### config.mk
export PLATFORM = sky130hd
export DESIGN_NAME = lmcd_decoder
export DESIGN_NICKNAME = d
export VERILOG_FILES = /design/src/logic/lmcd_pkg.sv /design/src/logic/lmcd_chk_if.sv /design/src/logic/lmcd_frame_check.sv /design/src/logic/lmcd_decoder.sv
export SDC_FILE = /design/constraint.sdc
export NUM_CORES = 1
export LEC_CHECK = 0
export BUFFER_PORTS_ARGS = -buffer_cell sky130_fd_sc_hd__buf_2
export CORE_AREA = 2 2 116 203
export CTS_BUF_LIST = sky130_fd_sc_hd__clkbuf_8
export DETAILED_ROUTE_END_ITERATION = 16
export DIE_AREA = 0 0 118 205
export PLACE_DENSITY_LB_ADDON = 0.1
export SYNTH_ARGS = -nofsm -noshare
export SYNTH_HDL_FRONTEND = slang
export SYNTH_SLANG_ARGS = --single-unit
### constraint.sdc
create_clock -name ref_clk -period 22.1 [get_ports ref_clk]
set_input_delay 2.21 -clock ref_clk [delete_from_list [all_inputs] [get_ports ref_clk]]
set_output_delay 2.21 -clock ref_clk [all_outputs]
set_load 0.005 [all_outputs]
### src/logic/lmcd_pkg.sv
package lmcd_pkg;
    // Command codes carried in the low seven bits of the command byte
    localparam logic [6:0] CMD_OTP_READ  = 7'h02;
    localparam logic [6:0] CMD_SAFE_PARK = 7'h04;
    localparam logic [6:0] CMD_HARD_STOP = 7'h05;
    localparam logic [6:0] CMD_POS_ZERO  = 7'h06;
    localparam logic [7:0] APP_CMD       = 8'h80;
    localparam logic       CMD_MARK      = 1'h1;

    // Frame identifiers and lengths
    localparam logic [5:0] ID_DIAG_REQ = 6'h3c;
    localparam logic [5:0] ID_DIAG_RSP = 6'h3d;
    localparam logic [3:0] LEN_WRITE   = 4'h2;
    localparam logic [3:0] LEN_PREP    = 4'h8;
    localparam logic [3:0] LEN_STATUS  = 4'h2;
    localparam logic [3:0] LEN_OTP     = 4'h8;

    // Register map of the plain register port
    localparam logic [3:0] REG_OTP_LAST  = 4'h7;
    localparam logic [3:0] REG_STATUS_ID = 4'h8;
    localparam logic [3:0] REG_FLAGS     = 4'h9;
    localparam logic [3:0] REG_NODE      = 4'ha;
    localparam logic [3:0] REG_STATE     = 4'hb;

    // Reset values
    localparam logic [7:0] OTP_RST       = 8'h00;
    localparam logic [5:0] STATUS_ID_RST = 6'h00;
    localparam logic [5:0] FLAGS_RST     = 6'h20;

    // Flag positions inside the six-bit flag vector
    localparam int FLG_WARN  = 0;
    localparam int FLG_SHUT  = 1;
    localparam int FLG_UNDER = 2;
    localparam int FLG_ELD   = 3;
    localparam int FLG_SL    = 4;
    localparam int FLG_VDD   = 5;

    // Byte positions, and bit positions of the pin field, in the read-back response
    localparam int OTP_HW_BYTE = 2;
    localparam int HW_LSB      = 4;
    localparam int HW_MSB      = 6;
    localparam int SP_HI_BYTE  = 5;
    localparam int SP_LO_BYTE  = 6;
endpackage : lmcd_pkg

### src/logic/lmcd_chk_if.sv
`timescale 1ns/1ps
`default_nettype none
interface lmcd_chk_if;
    logic [3:0]  len;
    logic [63:0] bytes;
    logic [7:0]  id;
    logic [7:0]  cks;
    logic        par_ok;

    modport user (output len, bytes, id, input cks, par_ok);
    modport calc (input len, bytes, id, output cks, par_ok);
endinterface : lmcd_chk_if
`default_nettype wire

### src/logic/lmcd_frame_check.sv
`timescale 1ns/1ps
`default_nettype none
module lmcd_frame_check (
    lmcd_chk_if.calc c
);
    logic [7:0] acc [0:8];

    // Carry-folding sum over the first len bytes
    assign acc[0] = 8'h00;
    genvar i;
    generate
        for (i = 0; i < 8; i++) begin : g_sum
            logic [7:0] b;
            logic [8:0] s;
            assign b = (4'(i) < c.len) ? c.bytes[8*i +: 8] : 8'h00;
            assign s = {1'b0, acc[i]} + {1'b0, b};
            assign acc[i+1] = s[7:0] + {7'h00, s[8]};
        end
    endgenerate
    assign c.cks = ~acc[8];

    // Identifier parity in the two top bits
    logic p0;
    logic p1;
    assign p0 = c.id[0] ^ c.id[1] ^ c.id[2] ^ c.id[4];
    assign p1 = ~(c.id[1] ^ c.id[3] ^ c.id[4] ^ c.id[5]);
    assign c.par_ok = (c.id[6] == p0) && (c.id[7] == p1);
endmodule : lmcd_frame_check
`default_nettype wire

### src/logic/lmcd_decoder.sv
// Overview of operation
// - Read-back response shows live node address pin levels in the pin field.
// - Serving a quick status request clears the six reported fault flags afterwards.
// - Quick status answers two bytes: switch and address, then flags and temperature.
// - Two-byte write with code 0x04 and matching address requests the safe park move.
// - Link loss, end of initialisation and sleep entry request safe park internally.
// - Safe park requests are dropped while the priority logic blocks them.
// - Safe park frame with broadcast bit 0 acts on every node.
// - Two-byte commands decode from content only; master uses pointer 0000.
// - Coil fault triggers a hard stop and enters shutdown.
// - Hard stop while moving sets the missed steps flag.
// - Once stopped after a hard stop, target takes the actual position.
// - Master hard stop frame with matching address acts like the internal one.
// - Hard stop frame with broadcast bit 0 stops every node.
// - Two-byte write with code 0x06 zeroes actual and target positions.
// - Position zero command also sets reference done.
// - Position zero frame with broadcast bit 0 acts on every node.
// - Identifier top bits carry parity; received identifiers are checked.
// - Parameter read-back answers under identifier 0x3d.
`timescale 1ns/1ps
`default_nettype none
module lmcd_decoder
    import lmcd_pkg::*;
(
    input  wire logic        ref_clk,
    input  wire logic        reset,
    input  wire logic [3:0]  reg_addr,
    input  wire logic [7:0]  reg_wdata,
    input  wire logic        reg_wr,
    input  wire logic        reg_rd,
    output var  logic [7:0]  reg_rdata,
    input  wire logic        frame_valid,
    input  wire logic [7:0]  frame_id,
    input  wire logic [3:0]  frame_len,
    input  wire logic [63:0] frame_data,
    input  wire logic [7:0]  frame_cks,
    input  wire logic        hdr_valid,
    input  wire logic [7:0]  hdr_id,
    output var  logic        resp_valid,
    output var  logic [3:0]  resp_len,
    output var  logic [63:0] resp_data,
    output var  logic [7:0]  resp_cks,
    input  wire logic [2:0]  node_addr_pin_levels,
    input  wire logic        motion_switch_state,
    input  wire logic        motor_moving,
    input  wire logic        coil_fault,
    input  wire logic        thermal_warning_in,
    input  wire logic        thermal_shutdown_in,
    input  wire logic        undervolt_in,
    input  wire logic [1:0]  temp_info,
    input  wire logic        link_lost,
    input  wire logic        init_done,
    input  wire logic        sleep_entry,
    input  wire logic        park_blocked,
    output var  logic        safe_park_req,
    output var  logic [10:0] safe_park_target,
    output var  logic        hard_stop_req,
    output var  logic        hold_stop_pos,
    output var  logic        position_zero_req,
    output var  logic        reference_done,
    output var  logic        shutdown_mode
);
    typedef enum logic {HS_IDLE, HS_WAIT} lmcd_hs_e;

    logic [7:0]  otp_r [0:7];
    logic [5:0]  status_id_r;
    logic [5:0]  flags_r;
    logic        armed_r;
    logic        coil_d_r;
    lmcd_hs_e    hs_r;
    lmcd_hs_e    hs_nxt;
    logic [7:0]  reg_rdata_r;
    logic        resp_valid_r;
    logic [3:0]  resp_len_r;
    logic [63:0] resp_data_r;
    logic [7:0]  resp_cks_r;
    logic        park_r;
    logic        stop_r;
    logic        hold_r;
    logic        zero_r;
    logic        refdone_r;
    logic        shut_r;

    lmcd_chk_if rx_c ();
    lmcd_chk_if tx_c ();

    lmcd_frame_check u_rx_chk (.c(rx_c.calc));
    lmcd_frame_check u_tx_chk (.c(tx_c.calc));

    // Received frame byte fields
    logic [6:0] node_addr;
    logic [7:0] fb1;
    logic [7:0] fb2;
    logic [7:0] fb3;
    assign node_addr = {otp_r[OTP_HW_BYTE][3:0], node_addr_pin_levels};
    assign fb1       = frame_data[7:0];
    assign fb2       = frame_data[15:8];
    assign fb3       = frame_data[23:16];

    assign rx_c.len   = frame_len;
    assign rx_c.bytes = frame_data;
    assign rx_c.id    = frame_id;

    // Frame is accepted only with good parity and checksum
    logic rx_ok;
    assign rx_ok = frame_valid && rx_c.par_ok && (rx_c.cks == frame_cks);

    // Two-byte writes decoded from content, any identifier
    logic wr_ok;
    logic wr_hit;
    logic [6:0] wr_cmd;
    assign wr_ok  = rx_ok && (frame_len == LEN_WRITE) && (fb1[7] == CMD_MARK);
    assign wr_cmd = fb1[6:0];
    assign wr_hit = wr_ok && (!fb2[7] || (fb2[6:0] == node_addr));

    logic park_wr;
    logic stop_wr;
    logic zero_wr;
    assign park_wr = wr_hit && (wr_cmd == CMD_SAFE_PARK);
    assign stop_wr = wr_hit && (wr_cmd == CMD_HARD_STOP);
    assign zero_wr = wr_hit && (wr_cmd == CMD_POS_ZERO);

    // Preparing frame that arms the parameter read-back
    logic prep_hit;
    assign prep_hit = rx_ok && (frame_len == LEN_PREP) && (frame_id[5:0] == ID_DIAG_REQ)
                      && (fb1 == APP_CMD) && (fb2 == {CMD_MARK, CMD_OTP_READ})
                      && (fb3 == {CMD_MARK, node_addr});

    // Internal and external event sources
    logic coil_rise;
    logic stop_evt;
    logic park_evt;
    assign coil_rise = coil_fault && !coil_d_r;
    assign stop_evt  = coil_rise || stop_wr;
    assign park_evt  = park_wr || link_lost || init_done || sleep_entry;

    // Header checks, parity via the second checker
    logic hdr_ok;
    logic stat_hit;
    logic otp_hit;
    assign tx_c.id  = hdr_id;
    assign hdr_ok   = hdr_valid && tx_c.par_ok;
    assign stat_hit = hdr_ok && (hdr_id[5:0] == status_id_r);
    assign otp_hit  = hdr_ok && !stat_hit && armed_r && (hdr_id[5:0] == ID_DIAG_RSP);

    // Quick status bytes
    logic [7:0] st_b1;
    logic [7:0] st_b2;
    assign st_b1 = {motion_switch_state, node_addr};
    assign st_b2 = {flags_r, temp_info};

    // Read-back bytes with live pin levels in the pin field
    logic [7:0] otp_b3;
    assign otp_b3 = {otp_r[2][7], node_addr_pin_levels, otp_r[2][3:0]};

    logic [63:0] otp_bytes;
    assign otp_bytes = {4'h0, otp_r[7][3:0], otp_r[6], otp_r[5], otp_r[4], otp_r[3],
                        otp_b3, 1'b1, otp_r[1][6:0], otp_r[0]};

    logic        resp_valid_nxt;
    logic [3:0]  resp_len_nxt;
    logic [63:0] resp_data_nxt;
    assign resp_valid_nxt = stat_hit || otp_hit;
    assign resp_len_nxt   = stat_hit ? LEN_STATUS : (otp_hit ? LEN_OTP : 4'h0);
    assign resp_data_nxt  = stat_hit ? {48'h0, st_b2, st_b1}
                          : (otp_hit ? otp_bytes : 64'h0);
    assign tx_c.len   = resp_len_nxt;
    assign tx_c.bytes = resp_data_nxt;

    // Flag set and clear; a set in the clearing cycle wins
    logic [5:0] flag_set;
    logic [5:0] flag_clr;
    logic [5:0] flags_nxt;
    assign flag_set = {1'b0, stop_evt && motor_moving, coil_fault,
                       undervolt_in, thermal_shutdown_in, thermal_warning_in};
    assign flag_clr  = stat_hit ? 6'h3f : 6'h00;
    assign flags_nxt = flag_set | (flags_r & ~flag_clr);

    // Hard stop follow-up
    always_comb begin
        hs_nxt = hs_r;
        case (hs_r)
            HS_IDLE: begin
                if (stop_evt) begin
                    hs_nxt = HS_WAIT;
                end
            end
            HS_WAIT: begin
                // A fresh stop keeps waiting so it gets its own hold
                if (!motor_moving && !stop_evt) begin
                    hs_nxt = HS_IDLE;
                end
            end
            default: hs_nxt = HS_IDLE;
        endcase
    end

    // Register read selection
    logic [7:0] rd_mux;
    assign rd_mux = (reg_addr <= REG_OTP_LAST) ? otp_r[reg_addr[2:0]]
                  : (reg_addr == REG_STATUS_ID) ? {2'h0, status_id_r}
                  : (reg_addr == REG_FLAGS) ? {flags_r, temp_info}
                  : (reg_addr == REG_NODE) ? {1'b0, node_addr}
                  : (reg_addr == REG_STATE) ? {4'h0, armed_r, shut_r, refdone_r, 1'b0}
                  : 8'h00;

    // Software-loaded parameter store and status identifier
    always_ff @(posedge ref_clk) begin
        if (reset) begin
            for (int k = 0; k < 8; k++) begin
                otp_r[k] <= OTP_RST;
            end
            status_id_r <= STATUS_ID_RST;
        end else if (reg_wr) begin
            if (reg_addr <= REG_OTP_LAST) begin
                otp_r[reg_addr[2:0]] <= reg_wdata;
            end else if (reg_addr == REG_STATUS_ID) begin
                status_id_r <= reg_wdata[5:0];
            end
        end
    end

    // Response and register read data
    always_ff @(posedge ref_clk) begin
        if (reset) begin
            reg_rdata_r  <= 8'h00;
            resp_valid_r <= 1'b0;
            resp_len_r   <= 4'h0;
            resp_data_r  <= 64'h0;
            resp_cks_r   <= 8'h00;
        end else begin
            reg_rdata_r  <= reg_rd ? rd_mux : 8'h00;
            resp_valid_r <= resp_valid_nxt;
            resp_len_r   <= resp_len_nxt;
            resp_data_r  <= resp_data_nxt;
            resp_cks_r   <= resp_valid_nxt ? tx_c.cks : 8'h00;
        end
    end

    // Command outputs and internal state
    always_ff @(posedge ref_clk) begin
        if (reset) begin
            flags_r   <= FLAGS_RST;
            armed_r   <= 1'b0;
            coil_d_r  <= 1'b0;
            hs_r      <= HS_IDLE;
            park_r    <= 1'b0;
            stop_r    <= 1'b0;
            hold_r    <= 1'b0;
            zero_r    <= 1'b0;
            refdone_r <= 1'b0;
            shut_r    <= 1'b0;
        end else begin
            flags_r   <= flags_nxt;
            armed_r   <= prep_hit || (armed_r && !otp_hit);
            coil_d_r  <= coil_fault;
            hs_r      <= hs_nxt;
            park_r    <= park_evt && !park_blocked;
            stop_r    <= stop_evt;
            hold_r    <= (hs_r == HS_WAIT) && !motor_moving;
            zero_r    <= zero_wr;
            refdone_r <= refdone_r || zero_wr;
            shut_r    <= shut_r || coil_rise;
        end
    end

    assign reg_rdata         = reg_rdata_r;
    assign resp_valid        = resp_valid_r;
    assign resp_len          = resp_len_r;
    assign resp_data         = resp_data_r;
    assign resp_cks          = resp_cks_r;
    assign safe_park_req     = park_r;
    assign safe_park_target  = {otp_r[SP_HI_BYTE][7:5], otp_r[SP_LO_BYTE]};
    assign hard_stop_req     = stop_r;
    assign hold_stop_pos     = hold_r;
    assign position_zero_req = zero_r;
    assign reference_done    = refdone_r;
    assign shutdown_mode     = shut_r;
endmodule : lmcd_decoder
`default_nettype wire

==> impl_metrics.prom <==
# TYPE chip_impl_metric gauge
chip_impl_info{name="run_status",value="finished clean"} 1
chip_impl_metric{name="timing.critical_path.depth",unit=""} 84
chip_impl_metric{name="antenna_found_initial",unit=""} 0
chip_impl_metric{name="yosysSeqAreaShare",unit="%"} 29.9
chip_impl_metric{name="htree_levels",unit=""} 4
chip_impl_metric{name="hold_buffers",unit=""} 0
chip_impl_info{name="type_of_element_launching_the_critical_path",value="input pin"} 1
chip_impl_info{name="clock_tree_root",value="sky130_fd_sc_hd__clkbuf_8"} 1
chip_impl_metric{name="max-slew-margin-rel",unit="%"} 22.5
chip_impl_metric{name="grt_util_all_layers",unit="%"} 30.1
chip_impl_info{name="layout.cells.most_common",value="sky130_fd_sc_hd__buf_2"} 1
chip_impl_metric{name="std_cell_rows",unit=""} 73
chip_impl_metric{name="final_layout_size_suffix_gt1_share",unit="%"} 18.7
chip_impl_metric{name="drt_first_iter_violations",unit=""} 550
chip_impl_metric{name="cts_made_buffers",unit=""} 17
chip_impl_metric{name="vias_in_the_first_global_route",unit=""} 10689
chip_impl_metric{name="synth_seq_cells",unit=""} 164
chip_impl_metric{name="tightest_slew",unit="ns"} 1.15
chip_impl_metric{name="setup_viol",unit=""} 0
chip_impl_metric{name="placeableCoreArea",unit="sq mm"} 0.0226
chip_impl_info{name="crit-reg2reg-capture",value="resp_cks[6]"} 1
chip_impl_metric{name="cts_buffer_depth",unit=""} 2
chip_impl_metric{name="nNetsFinal",unit=""} 1858
chip_impl_metric{name="drcViolationCount",unit=""} 0
chip_impl_metric{name="fmaxAchievable",unit="MHz"} 53.5
chip_impl_metric{name="worst_r2r_path_depth",unit=""} 79
chip_impl_metric{name="final_min_period_over_clock_period",unit="%"} 84.6
chip_impl_metric{name="global_route_wire_length_before_repair",unit="mm"} 55.7
chip_impl_metric{name="post_cts.resized_instances",unit=""} 0
chip_impl_info{name="startpoint",value="hdr_id[1]"} 1
chip_impl_info{name="timing.critical_path.to_type",value="register"} 1
chip_impl_metric{name="arrival",unit="ns"} 19.08
chip_impl_metric{name="synth-async-reset-ratio",unit="%"} 0
chip_impl_metric{name="gp_congestion",unit=""} 0.963
chip_impl_metric{name="detailed_place_hpwl",unit="mm"} 29.6
chip_impl_metric{name="grt_max_degree",unit=""} 63
chip_impl_metric{name="area.growth.synth_to_final",unit="%"} 12.3
chip_impl_metric{name="timing_hold_violations_final",unit=""} 0
chip_impl_metric{name="detail_route.wirelength.met1",unit="mm"} 12.7
chip_impl_info{name="critical-path-top-cell-by-count",value="sky130_fd_sc_hd__ha_1"} 1
chip_impl_info{name="rsz0062_at_grt",value="false"} 1
chip_impl_metric{name="ys.warnings.count",unit=""} 0
chip_impl_metric{name="routed-wl-met3",unit="mm"} 1.47
chip_impl_metric{name="slowest_delay",unit="ns"} 0.48
chip_impl_info{name="commonest_non_fill_non_tap_cells_in_the_layout",value="sky130_fd_sc_hd__buf_2 (220), sky130_fd_sc_hd__and2_1 (170), sky130_fd_sc_hd__ha_1 (144)"} 1
chip_impl_metric{name="start_util",unit="%"} 58.2
chip_impl_metric{name="postSynthAreaPerCell",unit="sq um"} 9.51
chip_impl_metric{name="synth_edf_count",unit=""} 64
chip_impl_metric{name="worst_clock_skew",unit="ns"} 0.0122
chip_impl_metric{name="r2r_setup_slack",unit="ns"} 5.25
chip_impl_info{name="synth-main-ff-cell",value="sky130_fd_sc_hd__dfxtp_1"} 1
chip_impl_metric{name="synth_area",unit="sq mm"} 0.0131
chip_impl_info{name="synth_top_area_cells",value="sky130_fd_sc_hd__dfxtp_1 (15%), sky130_fd_sc_hd__edfxtp_1 (15%), sky130_fd_sc_hd__ha_1 (14%)"} 1
chip_impl_metric{name="die_height",unit="microns"} 205
chip_impl_metric{name="critPathMaxFanout",unit=""} 62
chip_impl_info{name="setup.worst_path.end",value="resp_cks[6]"} 1
chip_impl_info{name="crit_path_top_delay_cell",value="sky130_fd_sc_hd__buf_4"} 1
chip_impl_metric{name="finalWirelength",unit="mm"} 36.3
chip_impl_metric{name="finalCoreUtilization",unit="%"} 65.3
chip_impl_metric{name="time_the_final_worst_path_needs_with_i_o_delays_and_setup",unit="ns"} 18.69
chip_impl_info{name="holdCritPathClass",value="register to register"} 1
chip_impl_metric{name="drt_first_pass_iters",unit=""} 5
chip_impl_metric{name="design.die.area",unit="sq mm"} 0.0242
chip_impl_info{name="most_area_hungry_cell_type_in_the_yosys_netlist",value="sky130_fd_sc_hd__dfxtp_1"} 1
chip_impl_metric{name="placement.io_buffers",unit=""} 220
chip_impl_metric{name="detailroute.wirelength.met2",unit="mm"} 20.3
chip_impl_metric{name="cts_num_sinks",unit=""} 164
chip_impl_info{name="critical_path_class",value="input pin to register"} 1
chip_impl_metric{name="setup-tns-final",unit="ns"} 0
chip_impl_metric{name="netlist-cell-type-count",unit=""} 68
chip_impl_info{name="top_layer",value="met4"} 1
chip_impl_metric{name="vias_per_cell",unit=""} 5.63
chip_impl_metric{name="post-cts-setup-buffer-count",unit=""} 0
chip_impl_metric{name="timing.max_cap.violations",unit=""} 0
chip_impl_metric{name="postSynthCellCount",unit=""} 1380
chip_impl_metric{name="clkSlewWorstSetupHoldPaths",unit="ns"} 0.09
chip_impl_info{name="critical-path-top-delay-family",value="adder cells"} 1
chip_impl_metric{name="pin_count",unit=""} 227
chip_impl_metric{name="timing_max_transition_violations_final",unit=""} 0
chip_impl_metric{name="worst-path-buf-inv",unit=""} 4
chip_impl_metric{name="die_w",unit="microns"} 118
chip_impl_metric{name="route.antenna.remaining_nets",unit=""} 0
chip_impl_metric{name="clock_latency_of_the_later_clocked_register_in_the_worst_skew_pair",unit="ns"} 0.50
chip_impl_metric{name="drt-wirelength-per-cell",unit="microns"} 19.2
chip_impl_metric{name="num_vias",unit=""} 10641
chip_impl_metric{name="top_cell_type_s_share_of_synthesized_area",unit="%"} 15.3
chip_impl_metric{name="grt_overflow_total",unit=""} 0
chip_impl_info{name="clock_tree_from_tritoncts",value="yes"} 1
chip_impl_info{name="timing.rr.start",value="status_id_r[4]"} 1
chip_impl_metric{name="worstPathRequired",unit="ns"} 22.49
==> Yosys cell counts (all sizes together) (14+ instances only) <==
| library cell | instances |
|---|---|
| edfxtp | 64 |
| o21ai | 37 |
| nand2 | 44 |
| ha | 144 |
| xor2 | 74 |
| inv | 37 |
| mux4 | 16 |
| nor3 | 16 |
| a21oi | 79 |
| nand2b | 17 |
| dfxtp | 100 |
| clkbuf | 16 |
| nor2 | 68 |
| buf | 36 |
| and3 | 21 |
| nand3 | 40 |
| o21bai | 21 |
| a22o | 14 |
| fa | 14 |
| nor2b | 82 |
| a21o | 32 |
| and2 | 170 |
| xnor2 | 114 |
==> logic make-up (layout without fill, tap and decap cells) <==
group,after synthesis,after routing,synth area share [%]
other,1,7,0.0286
flip-flops,164,164,29.9
XOR/XNOR,191,191,13.1
buffers and inverters,89,292,3.37
adder cells (fa/ha/maj),159,159,15.9
AO/OA/AOI/OAI,226,226,11.1
multiplexers,35,35,4.25
AND/OR/NAND/NOR,515,515,22.3
==> worst register-to-register path: cells and delay by family, from the launching register on <==
family | cells | cell delay [ns]
compound gates | 35 | 6.13
xor+xnor | 3 | 0.54
fa+ha+maj | 21 | 5.93
buf+inv | 1 | 0.05
flops | 1 | 0.37
simple gates | 19 | 3.71
==> stage by stage <==
step	cell area, sq um	hold WS (ns)	setup WS, ns	std cells
global route	14700	0.512	1.84	1888
detailed placement	14300	0.472	3.00	1856
CTS	14700	0.486	3.50	1888
finish	14700	0.489	3.41	1889
floorplan	13100	0.449	5.05	1385
global placement	14300	0.459	3.15	1856
==> sequential cells by signal, summed over array words and instances (netlist names), 2 cells and up <==
name         cells
resp_len         2
status_id_r      6
reg_rdata        8
flags_r          6
resp_data       60
resp_cks         8
otp_r           64
==> cell type report <==
class / instances / area, sq um
clock buffers: 17 / 234
clock inverters: 15 / 154
repair buffers: 223 / 1120
inverters: 37 / 139
flip-flops and latches: 164 / 3920
multi-input cells: 1132 / 8780
fillers: 2011 / 7830
well taps: 300 / 375
diodes: 1 / 2.50
==> how the worst min path moves through the flow <==
stage	startpoint	endpoint	depth (start not counted)
after floorplan	reference_done	reference_done	2
after global placement	reference_done	reference_done	2
after detailed placement	hs_r	hold_stop_pos	1
after CTS	reference_done	reference_done	2
after global routing	reference_done	reference_done	2
final	reference_done	reference_done	2
==> per-layer routing <==
layer	vias up	GRT usage, %
li1	5181	-
met1	5070	29.4
met2	299	59.7
met3	91	4.15
met4	0	16.6
met5	-	0
Power is not shown: default switching activity piles up to over one toggle a cycle in this logic, so the estimate is an artifact.
